## src/design/ulmd_defs.svh

```systemverilog
// Purpose: Shared constants of the USB link mode detector
// Assumes: 50 MHz system clock
// Notes:   Register offsets, field positions, reset values and timing
`ifndef ULMD_DEFS_SVH
`define ULMD_DEFS_SVH

// ----------------------------------------------------------------------
// Clock and timing
// ----------------------------------------------------------------------
`define ULMD_CLK_MHZ        50
`define ULMD_T_ATTACH_US    3
`define ULMD_T_RESET_US     3
`define ULMD_T_CHIRP_MIN_US 18
`define ULMD_T_CHIRP_MAX_US 128
`define ULMD_T_DISC_US      20000
// Least times round up, longest times round down
`define ULMD_CYC_MIN(us)    ((us) * `ULMD_CLK_MHZ)
`define ULMD_CYC_MAX(us)    ((us) * `ULMD_CLK_MHZ)

// ----------------------------------------------------------------------
// Register offsets (byte addresses)
// ----------------------------------------------------------------------
`define ULMD_OFS_STATUS     8'h00
`define ULMD_OFS_IRQ_STAT   8'h04
`define ULMD_OFS_IRQ_MASK   8'h08
`define ULMD_OFS_CTRL       8'h0C

// ----------------------------------------------------------------------
// Field positions
// ----------------------------------------------------------------------
`define ULMD_IRQ_W          5
`define ULMD_EV_ATTACH      0
`define ULMD_EV_DETACH      1
`define ULMD_EV_HS_ENTER    2
`define ULMD_EV_HS_EXIT     3
`define ULMD_EV_CHIRP_OK    4
`define ULMD_CTRL_EQ_OFF    0

// ----------------------------------------------------------------------
// Reset values
// ----------------------------------------------------------------------
`define ULMD_RST_IRQ_MASK   5'h00
`define ULMD_RST_CTRL       1'b0
`define ULMD_RST_GAIN       2'h3

`endif

```

## src/design/ulmd_pkg.sv

```systemverilog
// Purpose: Types of the USB link mode detector
// Assumes: Nothing beyond the defs header
// Notes:   States and speeds only; numbers live in ulmd_defs.svh
package ulmd_pkg;

  // Link state machine
  typedef enum logic [2:0] {
    ULMD_ST_DISABLED = 3'b000,
    ULMD_ST_UNCONN   = 3'b001,
    ULMD_ST_FIXTURE  = 3'b010,
    ULMD_ST_FSLS     = 3'b011,
    ULMD_ST_RESET    = 3'b100,
    ULMD_ST_HS       = 3'b101
  } ulmd_state_t;

  // Detected connection speed
  typedef enum logic [1:0] {
    ULMD_SPD_NONE = 2'b00,
    ULMD_SPD_LS   = 2'b01,
    ULMD_SPD_FS   = 2'b10,
    ULMD_SPD_HS   = 2'b11
  } ulmd_speed_t;

endpackage

```

## src/design/ulmd_sync.sv

```systemverilog
// Purpose: Two-flop synchroniser for a group of pin levels
// Assumes: Inputs are levels, slow against the clock
// Notes:   The first stage feeds only the second stage
`timescale 1ns/1ps
`default_nettype none

module ulmd_sync #(
  parameter int W = 1
) (
  // Clock and reset
  input  wire logic         i_clk_sys,
  input  wire logic         i_rst_n,
  // Levels
  input  wire logic [W-1:0] i_async,
  output logic      [W-1:0] o_sync
);

  logic [W-1:0] meta_r;  // First stage, may go metastable

  // Two stages, nothing reads the first one but the second
  always_ff @(posedge i_clk_sys) begin
    if (!i_rst_n) begin
      meta_r <= '0;
      o_sync <= '0;
    end else begin
      meta_r <= i_async;
      o_sync <= meta_r;
    end
  end

endmodule // ulmd_sync

`default_nettype wire

```

## src/design/ulmd_chirp.sv

```systemverilog
// Purpose: Chirp J / chirp K pair checker of the high-speed handshake
// Assumes: Line levels already synchronised; armed only during bus reset
// Notes:   Each chirp length is judged when the line leaves that chirp
`timescale 1ns/1ps
`default_nettype none

module ulmd_chirp #(
  parameter int MIN_CYC = 900,
  parameter int MAX_CYC = 6400
) (
  // Clock and reset
  input  wire logic i_clk_sys,
  input  wire logic i_rst_n,
  // Line
  input  wire logic i_arm,       // High while the bus is in reset
  input  wire logic i_chirp_j,   // Positive line alone high
  input  wire logic i_chirp_k,   // Negative line alone high
  // Result
  output logic      o_pair_ok,   // Sticky until disarmed
  output logic      o_pair_pulse // One cycle when the first pair completes
);

  logic [1:0]  lvl_r;    // Level of the running segment {k, j}
  logic [15:0] cnt_r;    // Length of the running segment, saturating
  logic        j_ok_r;   // Last segment was a good chirp J
  logic        in_rng;   // Running segment within the chirp window
  logic        change;   // Line just left the running segment

  assign in_rng = (cnt_r >= 16'(MIN_CYC)) && (cnt_r <= 16'(MAX_CYC));
  assign change = ({i_chirp_k, i_chirp_j} != lvl_r);

  // Segment length counter
  always_ff @(posedge i_clk_sys) begin
    if (!i_rst_n || !i_arm) begin
      lvl_r <= 2'h0;
      cnt_r <= 16'h0000;
    end else if (change) begin
      lvl_r <= {i_chirp_k, i_chirp_j};
      cnt_r <= 16'h0001;
    end else if (cnt_r != 16'hFFFF) begin
      cnt_r <= cnt_r + 16'h0001;
    end
  end

  // A good J followed by a good K makes the handshake
  always_ff @(posedge i_clk_sys) begin
    if (!i_rst_n || !i_arm) begin
      j_ok_r       <= 1'b0;
      o_pair_ok    <= 1'b0;
      o_pair_pulse <= 1'b0;
    end else begin
      o_pair_pulse <= 1'b0;
      if (change) begin
        j_ok_r <= (lvl_r == 2'b01) && in_rng;
        if ((lvl_r == 2'b10) && in_rng && j_ok_r && !o_pair_ok) begin
          o_pair_ok    <= 1'b1;
          o_pair_pulse <= 1'b1;
        end
      end
    end
  end

endmodule // ulmd_chirp

`default_nettype wire

```

## src/design/ulmd_top.sv

```systemverilog
// Purpose: Link mode detector of a pass-through USB 2.0 signal conditioner
// Assumes: Line levels, squelch, fixture, test-packet and high-speed
//          disconnect arrive as digital levels from analog comparators
// Notes:   Registers over AHB-Lite, one wait state per transfer
`timescale 1ns/1ps
`default_nettype none
`include "ulmd_defs.svh"

module ulmd_top #(
  parameter int P_CHIRP_MAX_CYC = `ULMD_CYC_MAX(`ULMD_T_CHIRP_MAX_US),
  parameter int P_DISC_CYC      = `ULMD_CYC_MIN(`ULMD_T_DISC_US)
) (
  // Clock and reset
  input  wire logic        i_clk_sys,
  input  wire logic        i_rst_n,
  // Line comparators of both ports
  input  wire logic        i_port_a_pos,
  input  wire logic        i_port_a_neg,
  input  wire logic        i_port_b_pos,
  input  wire logic        i_port_b_neg,
  input  wire logic        i_squelch,
  input  wire logic        i_hs_disconnect,
  input  wire logic        i_fixture_detect,
  input  wire logic        i_test_packet,
  // Device pins
  input  wire logic        i_chip_enable_n,
  input  wire logic [2:0]  i_gain_select,
  output logic             o_attach_flag,
  output logic             o_high_speed_flag,
  output logic             o_core_regulator_out,
  output logic             o_eq_enable,
  output logic [1:0]       o_eq_level,
  // Interrupt
  output logic             o_irq,
  // AHB-Lite slave
  input  wire logic        i_hsel,
  input  wire logic [31:0] i_haddr,
  input  wire logic [1:0]  i_htrans,
  input  wire logic        i_hwrite,
  input  wire logic [2:0]  i_hsize,
  input  wire logic [31:0] i_hwdata,
  input  wire logic        i_hready,
  output logic             o_hreadyout,
  output logic [31:0]      o_hrdata,
  output logic             o_hresp
);

  // ----------------------------------------------------------------------
  // Timing counts
  // ----------------------------------------------------------------------
  localparam logic [19:0] ATTACH_CYC = 20'(`ULMD_CYC_MIN(`ULMD_T_ATTACH_US));
  localparam logic [19:0] RESET_CYC  = 20'(`ULMD_CYC_MIN(`ULMD_T_RESET_US));
  localparam int          CHIRP_MIN  = `ULMD_CYC_MIN(`ULMD_T_CHIRP_MIN_US);

  // Thermometer code of the gain comparators to an EQ level
  function automatic logic [1:0] gain_decode(input logic [2:0] t);
    case (t)
      3'b000:  gain_decode = 2'h0;
      3'b001:  gain_decode = 2'h1;
      3'b011:  gain_decode = 2'h2;
      default: gain_decode = 2'h3;
    endcase
  endfunction

  // ----------------------------------------------------------------------
  // Input synchronisers
  // ----------------------------------------------------------------------
  logic [11:0] pins_s;  // Synchronised pin levels
  ulmd_sync #(.W(12)) u_sync (
    .i_clk_sys (i_clk_sys),
    .i_rst_n   (i_rst_n),
    .i_async   ({i_gain_select, i_chip_enable_n, i_test_packet,
                 i_fixture_detect, i_hs_disconnect, i_squelch,
                 i_port_b_neg, i_port_b_pos, i_port_a_neg, i_port_a_pos}),
    .o_sync    (pins_s)
  );

  logic       dp, dm;      // Ports merged, so orientation does not matter
  logic       line_j, line_k, line_se0;
  logic       squelch_s, hs_disc_s, fixture_s, test_pkt_s, enable_s;
  logic [2:0] gain_s;
  logic [1:0] settle_r;  // Sync stages loaded with real pin levels yet

  // The synchronisers reset to zero, which reads as enabled; holding the
  // block disabled for two edges avoids a false enable and gain latch
  always_ff @(posedge i_clk_sys) begin
    if (!i_rst_n) begin
      settle_r <= 2'b00;
    end else begin
      settle_r <= {settle_r[0], 1'b1};
    end
  end

  assign dp         = pins_s[0] | pins_s[2];
  assign dm         = pins_s[1] | pins_s[3];
  assign squelch_s  = pins_s[4];
  assign hs_disc_s  = pins_s[5];
  assign fixture_s  = pins_s[6];
  assign test_pkt_s = pins_s[7];
  assign enable_s   = !pins_s[8] && settle_r[1];
  assign gain_s     = pins_s[11:9];
  assign line_j     = dp & !dm;
  assign line_k     = dm & !dp;
  assign line_se0   = !dp & !dm;

  // ----------------------------------------------------------------------
  // Line state duration
  // ----------------------------------------------------------------------
  logic [1:0]  cls_r;   // Last class {k, j}, 00 is SE0
  logic [19:0] dur_r;   // Cycles in that class, saturating

  // Counts how long the merged line has kept its class
  always_ff @(posedge i_clk_sys) begin
    if (!i_rst_n) begin
      cls_r <= 2'h0;
      dur_r <= 20'h0_0000;
    end else if ({line_k, line_j} != cls_r) begin
      cls_r <= {line_k, line_j};
      dur_r <= 20'h0_0001;
    end else if (dur_r != 20'hF_FFFF) begin
      dur_r <= dur_r + 20'h0_0001;
    end
  end

  // ----------------------------------------------------------------------
  // Link state machine
  // ----------------------------------------------------------------------
  ulmd_pkg::ulmd_state_t state_r, state_nxt;
  ulmd_pkg::ulmd_speed_t speed_r;
  logic                  pair_ok, pair_pulse;
  logic                  armed;

  assign armed = (state_r == ulmd_pkg::ULMD_ST_RESET);

  ulmd_chirp #(.MIN_CYC(CHIRP_MIN), .MAX_CYC(P_CHIRP_MAX_CYC)) u_chirp (
    .i_clk_sys    (i_clk_sys),
    .i_rst_n      (i_rst_n),
    .i_arm        (armed),
    .i_chirp_j    (line_j),
    .i_chirp_k    (line_k),
    .o_pair_ok    (pair_ok),
    .o_pair_pulse (pair_pulse)
  );

  // Next state; disable overrides everything
  always_comb begin
    state_nxt = state_r;
    if (!enable_s) begin
      state_nxt = ulmd_pkg::ULMD_ST_DISABLED;
    end else begin
      case (state_r)
        ulmd_pkg::ULMD_ST_DISABLED: begin
          state_nxt = ulmd_pkg::ULMD_ST_UNCONN;
        end
        ulmd_pkg::ULMD_ST_UNCONN: begin
          if (fixture_s) begin
            state_nxt = ulmd_pkg::ULMD_ST_FIXTURE;
          end else if (!line_se0 && dur_r >= ATTACH_CYC) begin
            state_nxt = ulmd_pkg::ULMD_ST_FSLS;
          end
        end
        ulmd_pkg::ULMD_ST_FIXTURE: begin
          if (test_pkt_s) begin
            state_nxt = ulmd_pkg::ULMD_ST_HS;
          end else if (!fixture_s) begin
            state_nxt = ulmd_pkg::ULMD_ST_UNCONN;
          end
        end
        ulmd_pkg::ULMD_ST_FSLS: begin
          // Short SE0 is end of packet; a longer one is bus reset
          if (line_se0 && dur_r >= RESET_CYC) begin
            state_nxt = ulmd_pkg::ULMD_ST_RESET;
          end
        end
        ulmd_pkg::ULMD_ST_RESET: begin
          if (pair_ok && squelch_s) begin
            state_nxt = ulmd_pkg::ULMD_ST_HS;
          end else if (line_se0 && dur_r >= 20'(P_DISC_CYC)) begin
            state_nxt = ulmd_pkg::ULMD_ST_UNCONN;
          end else if (!pair_ok && !line_se0 &&
                       dur_r > 20'(P_CHIRP_MAX_CYC)) begin
            // Idle longer than any chirp: no handshake, stays full/low
            state_nxt = ulmd_pkg::ULMD_ST_FSLS;
          end
        end
        ulmd_pkg::ULMD_ST_HS: begin
          if (hs_disc_s) begin
            state_nxt = ulmd_pkg::ULMD_ST_UNCONN;
          end else if (line_j && dur_r >= ATTACH_CYC) begin
            // Peer reverted to full-speed idle: suspend
            state_nxt = ulmd_pkg::ULMD_ST_FSLS;
          end
        end
        default: state_nxt = ulmd_pkg::ULMD_ST_DISABLED;
      endcase
    end
  end

  // State register
  always_ff @(posedge i_clk_sys) begin
    if (!i_rst_n) begin
      state_r <= ulmd_pkg::ULMD_ST_DISABLED;
    end else begin
      state_r <= state_nxt;
    end
  end

  // Speed: negative line pull-up is low speed, positive is full speed
  always_ff @(posedge i_clk_sys) begin
    if (!i_rst_n) begin
      speed_r <= ulmd_pkg::ULMD_SPD_NONE;
    end else begin
      case (state_nxt)
        ulmd_pkg::ULMD_ST_HS:
          speed_r <= ulmd_pkg::ULMD_SPD_HS;
        ulmd_pkg::ULMD_ST_FSLS: begin
          if (state_r != ulmd_pkg::ULMD_ST_FSLS) begin
            speed_r <= line_k ? ulmd_pkg::ULMD_SPD_LS
                              : ulmd_pkg::ULMD_SPD_FS;
          end
        end
        ulmd_pkg::ULMD_ST_RESET:
          speed_r <= speed_r;
        default:
          speed_r <= ulmd_pkg::ULMD_SPD_NONE;
      endcase
    end
  end

  // Gain level caught only when leaving disable; pin ignored after
  always_ff @(posedge i_clk_sys) begin
    if (!i_rst_n) begin
      o_eq_level <= `ULMD_RST_GAIN;
    end else if (state_r == ulmd_pkg::ULMD_ST_DISABLED &&
                 state_nxt == ulmd_pkg::ULMD_ST_UNCONN) begin
      o_eq_level <= gain_decode(gain_s);
    end
  end

  // ----------------------------------------------------------------------
  // Pin outputs
  // ----------------------------------------------------------------------
  logic ctrl_eq_off_r;  // Software override that holds compensation off
  logic nxt_attach, nxt_hs;

  assign nxt_attach = (state_nxt == ulmd_pkg::ULMD_ST_FSLS)  ||
                      (state_nxt == ulmd_pkg::ULMD_ST_RESET) ||
                      (state_nxt == ulmd_pkg::ULMD_ST_HS);
  assign nxt_hs     = (state_nxt == ulmd_pkg::ULMD_ST_HS);

  // Flags and enables follow the next state, so they change together, except o_eq_enable on a ctrl_eq_off_r write
  always_ff @(posedge i_clk_sys) begin
    if (!i_rst_n) begin
      o_attach_flag        <= 1'b0;
      o_high_speed_flag    <= 1'b0;
      o_core_regulator_out <= 1'b0;
      o_eq_enable          <= 1'b0;
    end else begin
      o_attach_flag        <= nxt_attach;
      o_high_speed_flag    <= nxt_hs;
      o_core_regulator_out <= nxt_hs;
      o_eq_enable          <= nxt_hs && !ctrl_eq_off_r;
    end
  end

  // ----------------------------------------------------------------------
  // Interrupt events
  // ----------------------------------------------------------------------
  logic [`ULMD_IRQ_W-1:0] ev, irq_stat_r, irq_mask_r;
  logic                   rd_clr;  // Read of the interrupt status register

  assign ev[`ULMD_EV_ATTACH]   = nxt_attach & !o_attach_flag;
  assign ev[`ULMD_EV_DETACH]   = !nxt_attach & o_attach_flag;
  assign ev[`ULMD_EV_HS_ENTER] = nxt_hs & !o_high_speed_flag;
  assign ev[`ULMD_EV_HS_EXIT]  = !nxt_hs & o_high_speed_flag;
  assign ev[`ULMD_EV_CHIRP_OK] = pair_pulse;

  // Sticky status; a new event wins over the clearing read
  always_ff @(posedge i_clk_sys) begin
    if (!i_rst_n) begin
      irq_stat_r <= '0;
    end else if (rd_clr) begin
      irq_stat_r <= ev;
    end else begin
      irq_stat_r <= irq_stat_r | ev;
    end
  end

  // Level interrupt
  always_ff @(posedge i_clk_sys) begin
    if (!i_rst_n) begin
      o_irq <= 1'b0;
    end else begin
      o_irq <= |(irq_stat_r & irq_mask_r);
    end
  end

  // ----------------------------------------------------------------------
  // AHB-Lite slave
  // ----------------------------------------------------------------------
  logic       pend_r;   // Data phase in progress
  logic       wr_r;     // Pending transfer is a write
  logic [7:0] addr_r;   // Pending byte address, word aligned
  logic       ap_take;

  // Only NONSEQ/SEQ with the bus ready opens a transfer
  assign ap_take = i_hsel && i_htrans[1] && i_hready;
  assign rd_clr  = pend_r && !wr_r && (addr_r == `ULMD_OFS_IRQ_STAT);

  // Address phase capture and one wait state in the data phase
  always_ff @(posedge i_clk_sys) begin
    if (!i_rst_n) begin
      pend_r      <= 1'b0;
      wr_r        <= 1'b0;
      addr_r      <= 8'h00;
      o_hreadyout <= 1'b1;
      o_hresp     <= 1'b0;
    end else if (pend_r) begin
      pend_r      <= 1'b0;
      o_hreadyout <= 1'b1;
    end else if (ap_take) begin
      pend_r      <= 1'b1;
      wr_r        <= i_hwrite;
      addr_r      <= {i_haddr[7:2], 2'b00};
      o_hreadyout <= 1'b0;
    end
  end

  // Writable registers
  always_ff @(posedge i_clk_sys) begin
    if (!i_rst_n) begin
      irq_mask_r    <= `ULMD_RST_IRQ_MASK;
      ctrl_eq_off_r <= `ULMD_RST_CTRL;
    end else if (pend_r && wr_r) begin
      if (addr_r == `ULMD_OFS_IRQ_MASK) begin
        irq_mask_r <= i_hwdata[`ULMD_IRQ_W-1:0];
      end
      if (addr_r == `ULMD_OFS_CTRL) begin
        ctrl_eq_off_r <= i_hwdata[`ULMD_CTRL_EQ_OFF];
      end
    end
  end

  // Read data, loaded at the end of the wait state; unmapped reads zero
  always_ff @(posedge i_clk_sys) begin
    if (!i_rst_n) begin
      o_hrdata <= 32'h0000_0000;
    end else if (pend_r && !wr_r) begin
      case (addr_r)
        `ULMD_OFS_STATUS:
          o_hrdata <= {22'h00_0000, o_eq_level, speed_r, state_r,
                       o_core_regulator_out, o_high_speed_flag, o_attach_flag};
        `ULMD_OFS_IRQ_STAT:
          o_hrdata <= {27'h000_0000, irq_stat_r};
        `ULMD_OFS_IRQ_MASK:
          o_hrdata <= {27'h000_0000, irq_mask_r};
        `ULMD_OFS_CTRL:
          o_hrdata <= {31'h0000_0000, ctrl_eq_off_r};
        default:
          o_hrdata <= 32'h0000_0000;
      endcase
    end
  end

endmodule // ulmd_top

`default_nettype wire

```

## config.mk

```make
export PLATFORM = sky130hd
export DESIGN_NAME = ulmd_top
export DESIGN_NICKNAME = d
export VERILOG_FILES = /design/src/design/ulmd_pkg.sv /design/src/design/ulmd_sync.sv /design/src/design/ulmd_chirp.sv /design/src/design/ulmd_top.sv
export VERILOG_INCLUDE_DIRS = /design/src /design/src/design
export SDC_FILE = /design/constraint.sdc
export NUM_CORES = 1
export LEC_CHECK = 0
export BUFFER_PORTS_ARGS = -buffer_cell sky130_fd_sc_hd__clkbuf_2
export CAP_MARGIN = 25
export CORE_ASPECT_RATIO = 1.4
export CORE_MARGIN = 1
export CORE_UTILIZATION = 48
export DETAILED_ROUTE_END_ITERATION = 7
export GPL_TIMING_DRIVEN = 0
export PLACE_DENSITY = 0.74
export SYNTH_ARGS = -nofsm -noshare
export SYNTH_HDL_FRONTEND = slang
export SYNTH_SLANG_ARGS = --single-unit
export TNS_END_PERCENT = 30
```

## constraint.sdc

```tcl
create_clock -name i_clk_sys -period 2.1 [get_ports i_clk_sys]
set_input_delay 0 -clock i_clk_sys [delete_from_list [all_inputs] [get_ports i_clk_sys]]
set_output_delay 0 -clock i_clk_sys [all_outputs]
set_load 0.01 [all_outputs]
```

==> impl_metrics.toml <==
[grt]
grt_max_degree = 20
antenna_found_initial = 0
grt_pass1_vias = 4257
grt_overflow = 0
grt_pass1_wl_microns = 19000
grt.total_usage_pct = 22.3

[timing]
min_period_ps = 2180
skew_ps = 8.49
setup_violations = 5
final_hold_viol_count = 0
holdWs_ps = 117
worst_slack_ps = -83.0
relSlewSlack_pct = 59.8
fmax_ghz = 0.458
rsz0062_at_grt = "true"
final_max_slew_viol_count = 0
worst_slew_pin_slew_ps = 599
fin_crit_sh_pct = 104

[detailed_routing]
met1Wirelength_microns = 4510
drt_pass1_iterations = 4
via_per_inst = 5.36
vias = 4350
ant_nets = 0
wl_met2_microns = 6510
routedWlPerCell_microns = 14.3
drc = 0
drt_wl_total_microns = 11600
top_layer = "met4"
drtIter0Drc = 247
wl_met3_microns = 366

[finish]
nets = 761
postLayoutCellArea_sq_um = 6250
drive_above_1_share_pct = 24.6
fin_cells = 811
fillers = 847
insertedDiodeCount = 0
syn_to_final_growth_pct = 25.0

[placed_design]
post-place-ws_ps = -244
place_congestion = 0.888
dp.cells = 766
place_hpwl_microns = 8060
place_area_sq_um = 5480
port_buffers = 46

[floorplanning]
die-area_sq_um = 10800
fp.dieW_microns = 88.2
io_pins = 127
design.core.area_sq_um = 10000
start_util_pct = 49.9
fp.dieH_microns = 123
rows = 43

[synthesis]
avgSynthCellArea_sq_um = 8.88
synth_enable_flop_cells = 0
yosysUniqueCellTypes = 75
synth-main-ff-cell = "dfxtp_1"
ys_seq_elements = 110
syn_inst = 563
synth_warnings = 0
synthArstFlopShare_pct = 0
ys_seq_area_share_pct = 44.1
netlist_area_sq_um = 5000

[pwr]
p_sw_share_pct = 24.3
clkPwrFrac_pct = 39.7
p_seq_share_pct = 52.6
max-vdd-ir-drop_uv = 546
power_uw = 4080
p_leak_uw = 0.00240
internal_power_uw = 3090
switching_power_uw = 991
combPwrFrac_pct = 7.6
power_density_nw_per_um2 = 654

[cts]
numCtsBuffers = 9
cts_tree = "yes"
path_clk_slew_ps = 80
clock_sinks = 110
cts_root_buffer = "clkbuf_16"
cts_htree_levels = 3
clk_latency_ps = 350
clock_path_buffers = 2

[critical_path]
worst_setup_path_start_kind = "register"
cp_max_fo = 5
end_kind = "register"
path_class = "register to register"
cp.arrival_ps = 2470
cp.required_ps = 2390
cp-startpoint = "dur_r[19]$_SDFFE_PP0P_"
reg2reg_from = "dur_r[19]$_SDFFE_PP0P_"
r2r_setup_slack_ps = -80

[worst_hold_path]
hold_path.class = "primary input to register"
hp-start = "i_hready"

[status]
violations = "setup timing"
status = "complete, but fails checks"

[job]
drv_cap = 0
through the flow:
stage	utilization, %	TNS [ps]
after floorplan	-	0
after global placement	54.8	-3340
after detailed placement	54.8	-4000
after CTS	60.7	-136
after global routing	62.4	-972
final	62.4	-199
worst paths after layout:
| kind | to | cells past startpoint |
|---|---|---|
| worst min-delay path | pend_r$_SDFF_PP0_ | 3 |
| worst min register to register | u_sync.o_sync[8]$_SDFF_PN0_ | 1 |
| worst max register to register | irq_stat_r[2]$_SDFF_PN0_ | 7 |
| worst max-delay path | irq_stat_r[2]$_SDFF_PN0_ | 7 |
registers in the layout, indices dropped and copies added, names as in the netlist, 2 cells and up:
name and cells:
irq_mask_r 5, u_chirp.lvl_r 2, settle_r 2, o_eq_level 2, irq_stat_r 5, u_chirp.cnt_r 16, state_r 3, u_sync.o_sync 12
speed_r 2, o_hrdata 10, addr_r 6, u_sync.meta_r 12, cls_r 2, dur_r 20
power by group through the flow:
| stage | combinational [uW] | sequential (uW) | clock, uW |
|---|---|---|---|
| after CTS | 283 | 2150 | 1640 |
| after floorplan | 170 | 2190 | 0 |
| after detailed placement | 242 | 2200 | 0 |
| final | 312 | 2150 | 1620 |
| after global placement | 236 | 2200 | 0 |
| after global routing | 342 | 2150 | 1720 |
repair_timing:
action | CTS | global route
pin swaps | 4 | 11
setup endpoints to repair | 26 | 39
hold endpoints to repair | 26 | 0
hold buffers | 25 | 0
buffers inserted | 0 | 5
gates resized for setup | 19 | 41
cell type report:
type,count,area (sq um),area share [%]
Multi-Input combinational cell,415,2700,43.2
Sequential cell,110,2220,35.6
Timing Repair Buffer,76,518,8.29
Buffer,46,303,4.85
Clock buffer,9,225,3.61
Tap cell,135,169,2.70
Clock inverter,7,56.3,0.901
Inverter,13,51.3,0.821
cell usage in the layout, fill, tap and decap left out, drive strengths merged, types with 3 or more instances in the layout:
cell type and n:
a22oi 11, inv 14, o22ai 4, nand3 23, nor2b 3, nor4 10, a211oi 3, xnor2 16
a311oi 3, nor3 18, dfxtp 110, a31oi 4, ha 4, and4 9, or3 6, buf 39
and3 9, mux2i 14, nor3b 4, nand2 50, conb 23, o21ai 14, dlygate4sd3 25, nand2b 4
nor2 74, xor2 9, and2 28, clkinv 5, o31ai 3, nand4 6, a21oi 30, clkbuf 67
metal layers:
layer,up-vias,track usage (%)
met4,0,8.17
met1,2081,23.8
met3,21,3.83
met5,-,0
li1,2157,-
met2,91,42.7
cells in the mapped netlist, types with 4 or more instances:
master / count / area (sq um)
a31oi_1: 4 / 25.0
xnor2_1: 16 / 140
nand2_1: 49 / 184
xor2_1: 9 / 78.8
or3_1: 5 / 31.3
and3_1: 6 / 37.5
o21ai_0: 13 / 65.1
nor4_1: 9 / 56.3
and4_1: 9 / 78.8
nand4_1: 6 / 37.5
nor2_1: 74 / 278
ha_1: 4 / 50.1
inv_1: 12 / 45.0
a21oi_1: 29 / 145
buf_4: 27 / 203
mux2i_1: 14 / 140
nand3_1: 23 / 115
dfxtp_1: 110 / 2200
a22oi_1: 11 / 82.6
nand2b_1: 4 / 25.0
nor3_1: 16 / 80.1
clkbuf_1: 13 / 48.8
and2_1: 28 / 175
logic make-up (layout without fill, tap and decap cells):
family,Yosys count,in the layout,share of synthesized area (%)
adder cells (fa/ha/maj),4,4,1.00
other,1,23,0.0750
flip-flops,110,110,44.1
AO/OA/AOI/OAI,93,93,13.1
AND/OR/NAND/NOR,255,255,27.1
buffers and inverters,60,151,7.06
multiplexers,15,15,3.25
XOR/XNOR,25,25,4.38
critical path: stages, from the launching register on:
cell and delay, ps:
dfxtp_2 360, nor4_4 380, and3_4 260, a31o_4 180
a32oi_2 130, o22a_2 300, or3_4 390, a21oi_2 110
Note: power is estimated with default switching activity, not from simulation.
